$ cat config.mk
export PLATFORM = sky130hd
export DESIGN_NAME = fbcd_host
export DESIGN_NICKNAME = d
export VERILOG_FILES = /design/src/rtl/fbcd_pkg.sv /design/src/rtl/fbcd_host.sv
export VERILOG_INCLUDE_DIRS = /design/src /design/src/rtl
export SDC_FILE = /design/constraint.sdc
export NUM_CORES = 1
export LEC_CHECK = 0
export ABC_AREA = 1
export BUFFER_PORTS_ARGS = -buffer_cell sky130_fd_sc_hd__buf_2
export CAP_MARGIN = 20
export CORE_MARGIN = 2
export CORE_UTILIZATION = 55
export DETAILED_ROUTE_END_ITERATION = 10
export PLACE_DENSITY = 0.79
export SLEW_MARGIN = 10
export SYNTH_ARGS = -nofsm -noshare
export SYNTH_HDL_FRONTEND = slang
export SYNTH_SLANG_ARGS = --single-unit
$ cat constraint.sdc
create_clock -name aclk -period 2.4 [get_ports aclk]
set_clock_uncertainty 0.05 [all_clocks]
set_input_delay 0.72 -clock aclk [delete_from_list [all_inputs] [get_ports aclk]]
set_output_delay 0.72 -clock aclk [all_outputs]
set_load 0.02 [all_outputs]
$ cat src/rtl/fbcd_defines.svh
// Constants for the parallel flash bus command host controller.
`ifndef FBCD_DEFINES_SVH
`define FBCD_DEFINES_SVH
// AXI4-Lite register byte offsets.
`define FBCD_REG_CTRL   5'h00
`define FBCD_REG_ADDR   5'h04
`define FBCD_REG_WDATA  5'h08
`define FBCD_REG_STATUS 5'h0c
`define FBCD_REG_RDATA  5'h10
// Control register field positions.
`define FBCD_CTRL_GO    0
`define FBCD_CTRL_CMD_LO 1
`define FBCD_CTRL_CMD_HI 4
`define FBCD_CTRL_HVID  8
// Command codes written into the control register.
`define FBCD_OP_READ    4'h0
`define FBCD_OP_RESET1  4'h1
`define FBCD_OP_RESET4  4'h2
`define FBCD_OP_IDENT   4'h3
`define FBCD_OP_PROG    4'h4
`define FBCD_OP_CHIPER  4'h5
`define FBCD_OP_SECTER  4'h6
`define FBCD_OP_SUSP    4'h7
`define FBCD_OP_RESUME  4'h8
`define FBCD_OP_WRITE1  4'h9
// Flash command bytes and unlock addresses.
`define FBCD_UNLOCK_A1  19'h05555
`define FBCD_UNLOCK_A2  19'h02aaa
`define FBCD_UNLOCK_D1  8'haa
`define FBCD_UNLOCK_D2  8'h55
`define FBCD_CB_RESET   8'hf0
`define FBCD_CB_IDENT   8'h90
`define FBCD_CB_PROG    8'ha0
`define FBCD_CB_ERASE   8'h80
`define FBCD_CB_CHIP    8'h10
`define FBCD_CB_SECTOR  8'h30
`define FBCD_CB_SUSP    8'hb0
// Bus phase lengths in ns and derived clock counts at 20 MHz.
`define FBCD_CLK_NS     50
`define FBCD_T_SETUP_NS 50
`define FBCD_T_PULSE_NS 100
`define FBCD_T_READ_NS  150
`define FBCD_SETUP_CYC  ((`FBCD_T_SETUP_NS+`FBCD_CLK_NS-1)/`FBCD_CLK_NS)
`define FBCD_PULSE_CYC  ((`FBCD_T_PULSE_NS+`FBCD_CLK_NS-1)/`FBCD_CLK_NS)
`define FBCD_READ_CYC   ((`FBCD_T_READ_NS+`FBCD_CLK_NS-1)/`FBCD_CLK_NS)
`endif

$ cat src/rtl/fbcd_pkg.sv
// Types for the parallel flash bus command host controller.
package fbcd_pkg;
  typedef enum logic [5:0] {
    FBCD_IDLE  = 6'h01,
    FBCD_SETUP = 6'h02,
    FBCD_PULSE = 6'h04,
    FBCD_HOLD  = 6'h08,
    FBCD_READ  = 6'h10,
    FBCD_NEXT  = 6'h20
  } fbcd_state_t;
endpackage

$ cat src/rtl/fbcd_host.sv
// Host controller that drives the flash command bus from AXI4-Lite orders.
//
// Notes on behaviour
// - Write cycle: select low, gate high, strobe pulsed low by host.
// - Read cycle: select and gate low, strobe high throughout.
// - Reset is one F0 write anywhere, or unlock pair then F0 at 5555.
// - Multi-write commands begin with AA at 5555 then 55 at 2AAA.
// - Program is unlock pair, A0 at 5555, then target address and byte.
// - Sector erase is unlock, 80, unlock, then 30 at the sector address.
// - B0 anywhere suspends sector erase, 30 anywhere resumes it.
`timescale 1ns/1ps
`include "fbcd_defines.svh"

module fbcd_host (
  // Clock and reset.
  input  wire logic        aclk,
  input  wire logic        aresetn,
  // AXI4-Lite write address channel.
  input  wire logic [4:0]  s_axi_awaddr,
  input  wire logic        s_axi_awvalid,
  output logic             s_axi_awready,
  // AXI4-Lite write data channel.
  input  wire logic [31:0] s_axi_wdata,
  input  wire logic [3:0]  s_axi_wstrb,
  input  wire logic        s_axi_wvalid,
  output logic             s_axi_wready,
  // AXI4-Lite write response channel.
  output logic [1:0]       s_axi_bresp,
  output logic             s_axi_bvalid,
  input  wire logic        s_axi_bready,
  // AXI4-Lite read address channel.
  input  wire logic [4:0]  s_axi_araddr,
  input  wire logic        s_axi_arvalid,
  output logic             s_axi_arready,
  // AXI4-Lite read data channel.
  output logic [31:0]      s_axi_rdata,
  output logic [1:0]       s_axi_rresp,
  output logic             s_axi_rvalid,
  input  wire logic        s_axi_rready,
  // Flash bus pins.
  output logic [18:0]      flash_addr,
  output logic             flash_select_n,
  output logic             flash_gate_n,
  output logic             flash_strobe_n,
  output logic [7:0]       flash_dq_o,
  output logic             flash_dq_oe,
  input  wire logic [7:0]  flash_dq_i,
  output logic             hv_identifier_pin
);

  // ------------------------------------------------------------------
  // Registers and state.
  // ------------------------------------------------------------------
  fbcd_pkg::fbcd_state_t state_ff;
  logic [3:0]  op_ff;
  logic        hvid_ff;
  logic [18:0] addr_reg_ff;
  logic [7:0]  wdata_reg_ff;
  logic [7:0]  rdata_ff;
  logic        busy_ff;
  logic        done_ff;
  logic [2:0]  step_ff;
  logic [2:0]  cnt_ff;
  logic [7:0]  dq_sync1_ff;
  logic [7:0]  dq_sync2_ff;
  logic        aw_got_ff;
  logic        w_got_ff;
  logic [4:0]  awaddr_ff;
  logic [31:0] wdata_ff;
  logic [2:0]  nsteps;
  logic [18:0] step_addr;
  logic [7:0]  step_data;
  logic        step_is_read;
  logic        wr_fire;
  logic        go;

  // ------------------------------------------------------------------
  // AXI4-Lite slave.
  // ------------------------------------------------------------------
  // Address and data are taken in either order, then answered together.
  assign s_axi_awready = !aw_got_ff && !s_axi_bvalid;
  assign s_axi_wready  = !w_got_ff && !s_axi_bvalid;
  assign wr_fire       = aw_got_ff && w_got_ff && !s_axi_bvalid;
  assign s_axi_bresp   = 2'h0;
  assign s_axi_rresp   = 2'h0;
  assign s_axi_arready = !s_axi_rvalid;

  // Captures write address and data and issues the response.
  always_ff @(posedge aclk) begin
    if (!aresetn) begin
      aw_got_ff    <= 1'b0;
      w_got_ff     <= 1'b0;
      awaddr_ff    <= 5'h00;
      wdata_ff     <= 32'h0;
      s_axi_bvalid <= 1'b0;
    end else begin
      if (s_axi_awvalid && s_axi_awready) begin
        aw_got_ff <= 1'b1;
        awaddr_ff <= s_axi_awaddr;
      end
      if (s_axi_wvalid && s_axi_wready) begin
        w_got_ff <= 1'b1;
        wdata_ff <= s_axi_wdata;
      end
      if (wr_fire) begin
        s_axi_bvalid <= 1'b1;
        aw_got_ff    <= 1'b0;
        w_got_ff     <= 1'b0;
      end else if (s_axi_bready) begin
        s_axi_bvalid <= 1'b0;
      end
    end
  end

  // A start request is only honoured while the bus engine is idle.
  assign go = wr_fire && (awaddr_ff == `FBCD_REG_CTRL) &&
              wdata_ff[`FBCD_CTRL_GO] && !busy_ff;

  // Writable registers: control, address and data.
  always_ff @(posedge aclk) begin
    if (!aresetn) begin
      op_ff        <= `FBCD_OP_READ;
      hvid_ff      <= 1'b0;
      addr_reg_ff  <= 19'h0;
      wdata_reg_ff <= 8'h00;
    end else if (wr_fire) begin
      if (awaddr_ff == `FBCD_REG_CTRL) begin
        if (!busy_ff)
          op_ff <= wdata_ff[`FBCD_CTRL_CMD_HI:`FBCD_CTRL_CMD_LO];
        hvid_ff <= wdata_ff[`FBCD_CTRL_HVID];
      end else if (awaddr_ff == `FBCD_REG_ADDR) begin
        addr_reg_ff <= wdata_ff[18:0];
      end else if (awaddr_ff == `FBCD_REG_WDATA) begin
        wdata_reg_ff <= wdata_ff[7:0];
      end
    end
  end

  // Read channel with zero for unmapped offsets.
  always_ff @(posedge aclk) begin
    if (!aresetn) begin
      s_axi_rvalid <= 1'b0;
      s_axi_rdata  <= 32'h0;
    end else if (s_axi_arvalid && s_axi_arready) begin
      s_axi_rvalid <= 1'b1;
      if (s_axi_araddr == `FBCD_REG_CTRL)
        s_axi_rdata <= {23'h0, hvid_ff, 3'h0, op_ff, 1'b0};
      else if (s_axi_araddr == `FBCD_REG_ADDR)
        s_axi_rdata <= {13'h0, addr_reg_ff};
      else if (s_axi_araddr == `FBCD_REG_WDATA)
        s_axi_rdata <= {24'h0, wdata_reg_ff};
      else if (s_axi_araddr == `FBCD_REG_STATUS)
        s_axi_rdata <= {30'h0, done_ff, busy_ff};
      else if (s_axi_araddr == `FBCD_REG_RDATA)
        s_axi_rdata <= {24'h0, rdata_ff};
      else
        s_axi_rdata <= 32'h0;
    end else if (s_axi_rready) begin
      s_axi_rvalid <= 1'b0;
    end
  end

  // ------------------------------------------------------------------
  // Sequence tables.
  // ------------------------------------------------------------------
  // Picks the address, data and direction of each bus cycle.
  always_comb begin
    nsteps       = 3'd1;
    step_addr    = `FBCD_UNLOCK_A1;
    step_data    = `FBCD_UNLOCK_D1;
    step_is_read = 1'b0;
    // Unlock pair opens every multi-write sequence.
    if (step_ff == 3'd1 || step_ff == 3'd4) begin
      step_addr = `FBCD_UNLOCK_A2;
      step_data = `FBCD_UNLOCK_D2;
    end
    case (op_ff)
      `FBCD_OP_READ: begin
        step_addr    = addr_reg_ff;
        step_is_read = 1'b1;
      end
      `FBCD_OP_RESET1: begin
        step_addr = addr_reg_ff;
        step_data = `FBCD_CB_RESET;
      end
      `FBCD_OP_RESET4: begin
        nsteps = 3'd3;
        if (step_ff == 3'd2) step_data = `FBCD_CB_RESET;
      end
      `FBCD_OP_IDENT: begin
        nsteps = 3'd3;
        if (step_ff == 3'd2) step_data = `FBCD_CB_IDENT;
      end
      `FBCD_OP_PROG: begin
        nsteps = 3'd4;
        if (step_ff == 3'd2) step_data = `FBCD_CB_PROG;
        if (step_ff == 3'd3) begin
          step_addr = addr_reg_ff;
          step_data = wdata_reg_ff;
        end
      end
      `FBCD_OP_CHIPER, `FBCD_OP_SECTER: begin
        nsteps = 3'd6;
        if (step_ff == 3'd2) step_data = `FBCD_CB_ERASE;
        if (step_ff == 3'd5) begin
          if (op_ff == `FBCD_OP_CHIPER) begin
            step_data = `FBCD_CB_CHIP;
          end else begin
            step_addr = addr_reg_ff;
            step_data = `FBCD_CB_SECTOR;
          end
        end
      end
      `FBCD_OP_SUSP: begin
        step_addr = addr_reg_ff;
        step_data = `FBCD_CB_SUSP;
      end
      `FBCD_OP_RESUME: begin
        step_addr = addr_reg_ff;
        step_data = `FBCD_CB_SECTOR;
      end
      default: begin // Raw single write of the data register.
        step_addr = addr_reg_ff;
        step_data = wdata_reg_ff;
      end
    endcase
  end

  // ------------------------------------------------------------------
  // Flash bus engine.
  // ------------------------------------------------------------------
  // Runs setup, strobe and hold phases per write cycle and read then hold per read; the bus is released
  // between cycles so a deselected device simply finishes its work.
  always_ff @(posedge aclk) begin
    if (!aresetn) begin
      state_ff       <= fbcd_pkg::FBCD_IDLE;
      step_ff        <= 3'd0;
      cnt_ff         <= 3'd0;
      busy_ff        <= 1'b0;
      done_ff        <= 1'b0;
      rdata_ff       <= 8'h00;
      flash_addr     <= 19'h0;
      flash_select_n <= 1'b1;
      flash_gate_n   <= 1'b1;
      flash_strobe_n <= 1'b1;
      flash_dq_o     <= 8'h00;
      flash_dq_oe    <= 1'b0;
    end else begin
      case (state_ff)
        fbcd_pkg::FBCD_IDLE: begin
          if (go) begin
            busy_ff  <= 1'b1;
            done_ff  <= 1'b0;
            step_ff  <= 3'd0;
            state_ff <= fbcd_pkg::FBCD_NEXT;
          end
        end
        fbcd_pkg::FBCD_NEXT: begin
          flash_addr     <= step_addr;
          flash_select_n <= 1'b0;
          flash_gate_n   <= !step_is_read;
          flash_dq_o     <= step_data;
          flash_dq_oe    <= !step_is_read;
          cnt_ff         <= 3'd0;
          state_ff       <= step_is_read ? fbcd_pkg::FBCD_READ
                                         : fbcd_pkg::FBCD_SETUP;
        end
        fbcd_pkg::FBCD_SETUP: begin
          cnt_ff <= cnt_ff + 3'd1;
          if (cnt_ff == 3'(`FBCD_SETUP_CYC - 1)) begin
            flash_strobe_n <= 1'b0;
            cnt_ff         <= 3'd0;
            state_ff       <= fbcd_pkg::FBCD_PULSE;
          end
        end
        fbcd_pkg::FBCD_PULSE: begin
          cnt_ff <= cnt_ff + 3'd1;
          if (cnt_ff == 3'(`FBCD_PULSE_CYC - 1)) begin
            flash_strobe_n <= 1'b1;
            state_ff       <= fbcd_pkg::FBCD_HOLD;
          end
        end
        fbcd_pkg::FBCD_READ: begin
          cnt_ff <= cnt_ff + 3'd1;
          // Two extra cycles cover the data synchroniser.
          if (cnt_ff == 3'(`FBCD_READ_CYC + 1)) begin
            rdata_ff <= dq_sync2_ff;
            state_ff <= fbcd_pkg::FBCD_HOLD;
          end
        end
        default: begin // Hold: release the bus, then next step or done.
          flash_select_n <= 1'b1;
          flash_gate_n   <= 1'b1;
          flash_dq_oe    <= 1'b0;
          if (step_ff == nsteps - 3'd1) begin
            busy_ff  <= 1'b0;
            done_ff  <= 1'b1;
            state_ff <= fbcd_pkg::FBCD_IDLE;
          end else begin
            step_ff  <= step_ff + 3'd1;
            state_ff <= fbcd_pkg::FBCD_NEXT;
          end
        end
      endcase
    end
  end

  // Two-stage synchroniser for the data pins.
  always_ff @(posedge aclk) begin
    if (!aresetn) begin
      dq_sync1_ff <= 8'h00;
      dq_sync2_ff <= 8'h00;
    end else begin
      dq_sync1_ff <= flash_dq_i;
      dq_sync2_ff <= dq_sync1_ff;
    end
  end

  // High-voltage identifier request straight from the control register.
  assign hv_identifier_pin = hvid_ff;

endmodule // fbcd_host

---- After elaboration in Yosys (flattened, before gate mapping) ----
Index checks and enable logic that the tools add are counted.
cells by class
  equal/unequal tests ..................... 32
  bitwise gates (word level) .............. 5
  mux-type cells .......................... 49
  reductions and logical operators ........ 41
  add/sub/neg operators ................... 3
operators by type and width
  cell                  count
  $mux W19              5
  $mux W8               10
  $pmux W8 S8           1
  $pmux W19 S3          1
  $mux W6               6
  $pmux W6 S5           1
  $pmux W3 S3           2
  $eq A4 B3 Y1 const B  4
  $eq A5 B4 Y1 const B  3
  $mux W15              1
  $reduce_and A3 Y1     5
  $pmux W1 S2           6
  $mux W1               11
  $eq A5 B3 Y1 const B  2
  $logic_and A1 B1 Y1   10
  $logic_not A5 Y1      2
  $eq A3 B3 Y1 const B  3
  $mux W3               3
  $eq A4 B2 Y1 const B  2
  $ne A2 B2 Y1 const B  4
  $reduce_and A4 Y1     2
  $reduce_bool A2 Y1    4
  $reduce_or A2 Y1      4
  $reduce_or A4 Y1      2
  other kinds (23)      36
storage, ports and cells
  output and inout port bits .............. 73
  bits in registers ....................... 161
  bits of input ports ..................... 61
  logic and storage cells ................. 155

---- Logic depth before layout (Yosys ltp) ----
  word-level depth ........................ 7
  mapped depth ............................ 17
  depth with buffers taken out ............ 17

---- Worst setup path after synthesis ----
OpenSTA, ideal clock, no wires.
  path kind ............................... register to register
  start point ............................. register op_ff[3]
  end point ............................... register done_ff
  setup time .............................. 0.131 ns
  cell stages (with the launch flop) ...... 14
  clock period less this slack ............ 1.986 ns
  path slack .............................. 0.414 ns
  required time ........................... 2.219 ns
  arrival time ............................ 1.805 ns
  path through ............................ dfxtp_1 inv_2 nand2_2 nor2_4 nand2_1 nand2_1 inv_1 ha_1 xor2_1 nand2_2 nand2_1 nand2_1 nand2_1 a21oi_2
on the way
  longest elaborated chain between the ends .. 7
  elaborated cells between the ends (all ways) .. 12
  those cells by class .................... 1 x add/sub; 6 x eq/ne; 1 x mux; 4 x reduce/logical
ends and longest elaborated chain
  element                                              RTL line          text
  start, declared                                      fbcd_host.sv:55   logic [3:0] op_ff;
  start signal, assigned                               fbcd_host.sv:122  op_ff <= `FBCD_OP_READ;
  start signal, assigned                               fbcd_host.sv:129  op_ff <= wdata_ff[`FBCD_CTRL_CMD_HI:`FBCD_CTRL_CMD_LO];
  $eq A4 B3 Y1 / $eq A4 B2 Y1 (equally long branches)  fbcd_host.sv:177  case (op_ff)
  $reduce_or A2 Y1 (on tied branches)                  -
  $pmux W3 S3 (*)                                      fbcd_host.sv:177
  $sub A3 B1 Y3 (*)                                    fbcd_host.sv:295  if (step_ff == nsteps - 3'd1) begin
  $eq A3 B3 Y1 (*)                                     fbcd_host.sv:295
  $reduce_bool A2 Y1 (no line) (*)                     -
  $reduce_and A3 Y1 (no line) (*)                      -
  end signal, assigned                                 fbcd_host.sv:240  done_ff <= 1'b0;
  end signal, assigned                                 fbcd_host.sv:253  done_ff <= 1'b0;
  end signal, assigned                                 fbcd_host.sv:297  done_ff <= 1'b1;
  end, declared                                        fbcd_host.sv:61   logic done_ff;
Mark *: on every way between the ends. The rest lies on a longest branch, timed or not.
A chain may end at the register's enable or synchronous reset.

---- Worst setup path in the final report ----
  start point ............................. register op_ff[3]
  end point ............................... register step_ff[2]
on the way
  longest elaborated chain between the ends .. 7
  elaborated cells between the ends (all ways) .. 12
  those cells by class .................... 1 x add/sub; 7 x eq/ne; 1 x mux; 3 x reduce/logical
ends and longest elaborated chain
  element                                              RTL line          text
  $eq A4 B3 Y1 / $eq A4 B2 Y1 (equally long branches)  fbcd_host.sv:177
  $reduce_or A2 Y1 (on tied branches)                  -
  $pmux W3 S3 (*)                                      fbcd_host.sv:177
  $sub A3 B1 Y3 (*)                                    fbcd_host.sv:295
  $eq A3 B3 Y1 (*)                                     fbcd_host.sv:295
  $ne A2 B1 Y1 (no line) (*)                           -
  $reduce_and A3 Y1 (no line) (*)                      -
  end signal, assigned                                 fbcd_host.sv:300  step_ff <= step_ff + 3'd1;
  end, declared                                        fbcd_host.sv:62   logic [2:0] step_ff;
Marks and branches as above.

==> results.toml <==
[power]
power_dens_cells_nw_per_um2 = 783
power_frac_seq_pct = 42.5
ir_drop_v = 0.000553
leakagePower_uw = 0.00365
comb_power_share_pct = 16.6
power_frac_clock_pct = 40.8
total_switching_power_uw = 1830
intPower_uw = 4400
power.share.switching_pct = 29.4

[die]
boundaryPins = 134
design.core.area_um2 = 12000
die-width_um = 115
fp_rows = 40
total_die_area_um2 = 13200
die_height_um = 115
initial_core_util_pct = 56.2

[timing]
finalSetupTns_ps = 0
report.final.hold_viol_count = 0
ratio_of_final_minimum_period_to_clock_period_pct = 87.5
whs_ps = 360
tightest_slew_ps = 667
period_minus_slack_ps = 2100
finalSetupViolations = 0
max_slew_headroom_at_the_worst_pin_pct = 55.5
grt_setup_unrepaired = "no"
final_max_slew_viol_count = 0
max_freq_mhz = 476

[clock_network]
insertion_delay_ps = 420
root_buffer = "clkbuf_16"
cts_tree = "built"
number_of_buffers_inserted_for_hold_repair_after_clock_tree_synthesis = 0
clock_sinks = 148
cts_max_level = 4
cts_buffers = 17
cts.path.max_buffers = 2
worst_setup_hold_path_clk_slew_ps = 60

[setup_path]
critPathMaxStageDelay_ps = 390
sort_of_element_at_the_end_of_the_critical_path = "register"
path_cells = "inv_2 > nand2_2 > nor2_4 > nand2_2 > nand2_1 > inv_1 > ha_1 > xor2_1 > nand3_2 > nand2_2 > nand2_1 > nand2_1 > nor2_1"
crit_required_ps = 2660
cell_with_the_largest_stage_delay_on_the_worst_path = "dfxtp_2"
cell_family_with_the_largest_share_of_critical_path_delay = "simple AND/OR/NAND/NOR gates"
timing.critical_path.arrival_ps = 2360
timing.rr.end = "step_ff[2]$_SDFFE_PN0P_"
r2r_slack_ps = 300
timing.critical_path.fanout_max = 7
worst_r2r_path_depth = 13
rr_startpoint = "op_ff[3]$_SDFFE_PN0P_"
timing.setup.critical_path_class = "register to register"
setup.worst_path.start_class = "register"
critical_path_buf_inv_count = 2

[grt]
global_route.overflow_total = 0
grt.total_usage_pct = 27.2
pin_count_of_the_biggest_net_entering_global_routing = 55
first_global_vias = 5705
antenna_found_initial = 0
grt_pass1_wl_um = 28100

[worst_hold_path]
worstHoldPathType = "register to register"
startpoint_of_the_tightest_hold_check_path = "dq_sync1_ff[3]$_SDFF_PN0_"
worst_hold_path.num_cells = 2
whs_endpoint = "dq_sync2_ff[3]$_SDFF_PN0_"

[cells_and_area]
layout.core_utilization_pct = 66.4
share_of_layout_cells_above_drive_strength_1_pct = 18.0
layout-area-overhead-vs-synth_pct = 18.0
final_nets = 1107
register_area_um2 = 2970
multi_input_comb_area_um2 = 3160
final_layout_fill_cell_count = 1060
diodes = 0
top_library_cells_by_usage_in_the_layout_fill_and_taps_aside = "dfxtp_1, nand2_1, nor2_1"
most_common_cell_after_layout_fill_and_taps_aside = "dfxtp_1"

[route]
wl_per_cell_um = 14.7
drc = 0
vias = 6410
detail_route.first_pass.iterations = 7
drtAntennaViolNets = 0
totalWireLength_um = 17600
initialDrtViolationCount = 636
vias_per_cell = 5.36

[synthesis]
netlist_instances = 937
synth-warning-count = 0
sequential_to_total_area_share_from_yosys_stat_pct = 43.9
avgSynthCellArea_um2 = 7.21
synthesis.area_um2 = 6760
ys_seq_elements = 148
synth.distinct_cells = 38

[run_status]
run_status = "completed"

[placement]
port-buffer-count = 99
detailed_place_hpwl_um = 12400
gpl.final_weighted_congestion = 0.935

[run]
max_cap_violations = 0
==> cells in the mapped netlist, drive strengths merged <==
cell type,number,area share [%]
nand2,158,10
dfxtp,148,44
nor2,144,8.9
o21ai,122,9.3
a21oi,114,8.5
inv,113,6.3
nand3,33,2.7
buf,27,2.7
clkbuf,23,1.3
nand4,10,1.0
o211ai,10,1.1
ha,9,1.7
a31oi,8,0.74
o22ai,7,0.65
nor3,3,0.46
o21a,2,0.22
o31ai,2,0.22
a41oi,1,0.13
conb,1,0.056
or2,1,0.093
xor2,1,0.13
==> logic make-up (layout without fill, tap and decap cells) <==
family          count (synthesis)  count (layout)  share of synthesized area [%]
flops                         148             148                           43.9
simple gates                  349             349                           23.1
other cells                     1              17                         0.0555
fa+ha+maj                       9               9                           1.67
buf+inv                       163             260                           10.3
xor+xnor                        1               1                          0.130
compound gates                266             266                           20.8
==> worst reg2reg max path: cells and delay by family, from the launching register on <==
kind	cells	cell delay, ps
XOR/XNOR	1	290
adder cells (fa/ha/maj)	1	280
buffers and inverters	2	120
flip-flops	1	390
AND/OR/NAND/NOR	9	850
==> registers in the layout (all words and copies together), names as in the netlist, 3 cells and up <==
register	count
wdata_reg_ff	8
wdata_ff	19
cnt_ff	3
s_axi_rdata	19
flash_addr	19
op_ff	4
dq_sync2_ff	8
rdata_ff	8
state_ff	6
step_ff	3
flash_dq_o	8
dq_sync1_ff	8
awaddr_ff	5
addr_reg_ff	19
==> routing by layer <==
metal | global-route usage, % | routed length (um) | up-vias
met5 | 0 | 0 | -
met4 | 10.7 | 483 | 0
met3 | 6.43 | 1150 | 44
met2 | 44.7 | 8360 | 238
met1 | 34.9 | 7600 | 2906
li1 | - | - | 3222
==> how the worst max path moves through the flow <==
stage | startpoint | end | slack, ps | depth (start not counted)
6_report | op_ff[3]$_SDFFE_PN0P_ | step_ff[2]$_SDFFE_PN0P_ | 300 | 13
5_1_grt | op_ff[3]$_SDFFE_PN0P_ | done_ff$_SDFFE_PN0P_ | 40 | 17
4_1_cts | op_ff[3]$_SDFFE_PN0P_ | done_ff$_SDFFE_PN0P_ | 190 | 13
3_5_place_dp | op_ff[3]$_SDFFE_PN0P_ | done_ff$_SDFFE_PN0P_ | 200 | 13
3_3_place_gp | op_ff[3]$_SDFFE_PN0P_ | done_ff$_SDFFE_PN0P_ | 260 | 13
2_1_floorplan | op_ff[3]$_SDFFE_PN0P_ | done_ff$_SDFFE_PN0P_ | 410 | 13
==> power groups by stage <==
stage	combinational, uW	clock [uW]	sequential, uW
final	1040	2550	2650
after global routing	1170	2690	2670
after CTS	1030	2580	2650
after detailed placement	1020	0	2710
after global placement	1010	0	2700
after floorplan	752	0	2710
==> area by class of cell <==
| cell class | count | area share, % |
|---|---|---|
| multi-input combinational | 642 | 39.6 |
| tap | 147 | 2.31 |
| clock inverter | 10 | 1.21 |
| timing repair buffer | 115 | 8.35 |
| inverter | 113 | 5.35 |
| clock buffer | 22 | 5.95 |
| sequential | 148 | 37.2 |
==> stage by stage <==
| step | power, uW | cells | setup WS, ps | area [um2] |
|---|---|---|---|---|
| floorplan | 3460 | 953 | 414 | 6820 |
| global placement | 3710 | 1165 | 256 | 7400 |
| detailed placement | 3720 | 1165 | 202 | 7400 |
| CTS | 6260 | 1197 | 189 | 7970 |
| global route | 6520 | 1197 | 36.2 | 7970 |
| finish | 6240 | 1197 | 299 | 7970 |
==> what timing repair did <==
item | 4_1_cts | 5_1_grt
endpoints found under the setup margin | 0 | 4
gates resized for setup | 0 | 3
hold endpoints to repair | 0 | 0
setup buffers | 0 | 0
Note: power is estimated with default switching activity, not from simulation.
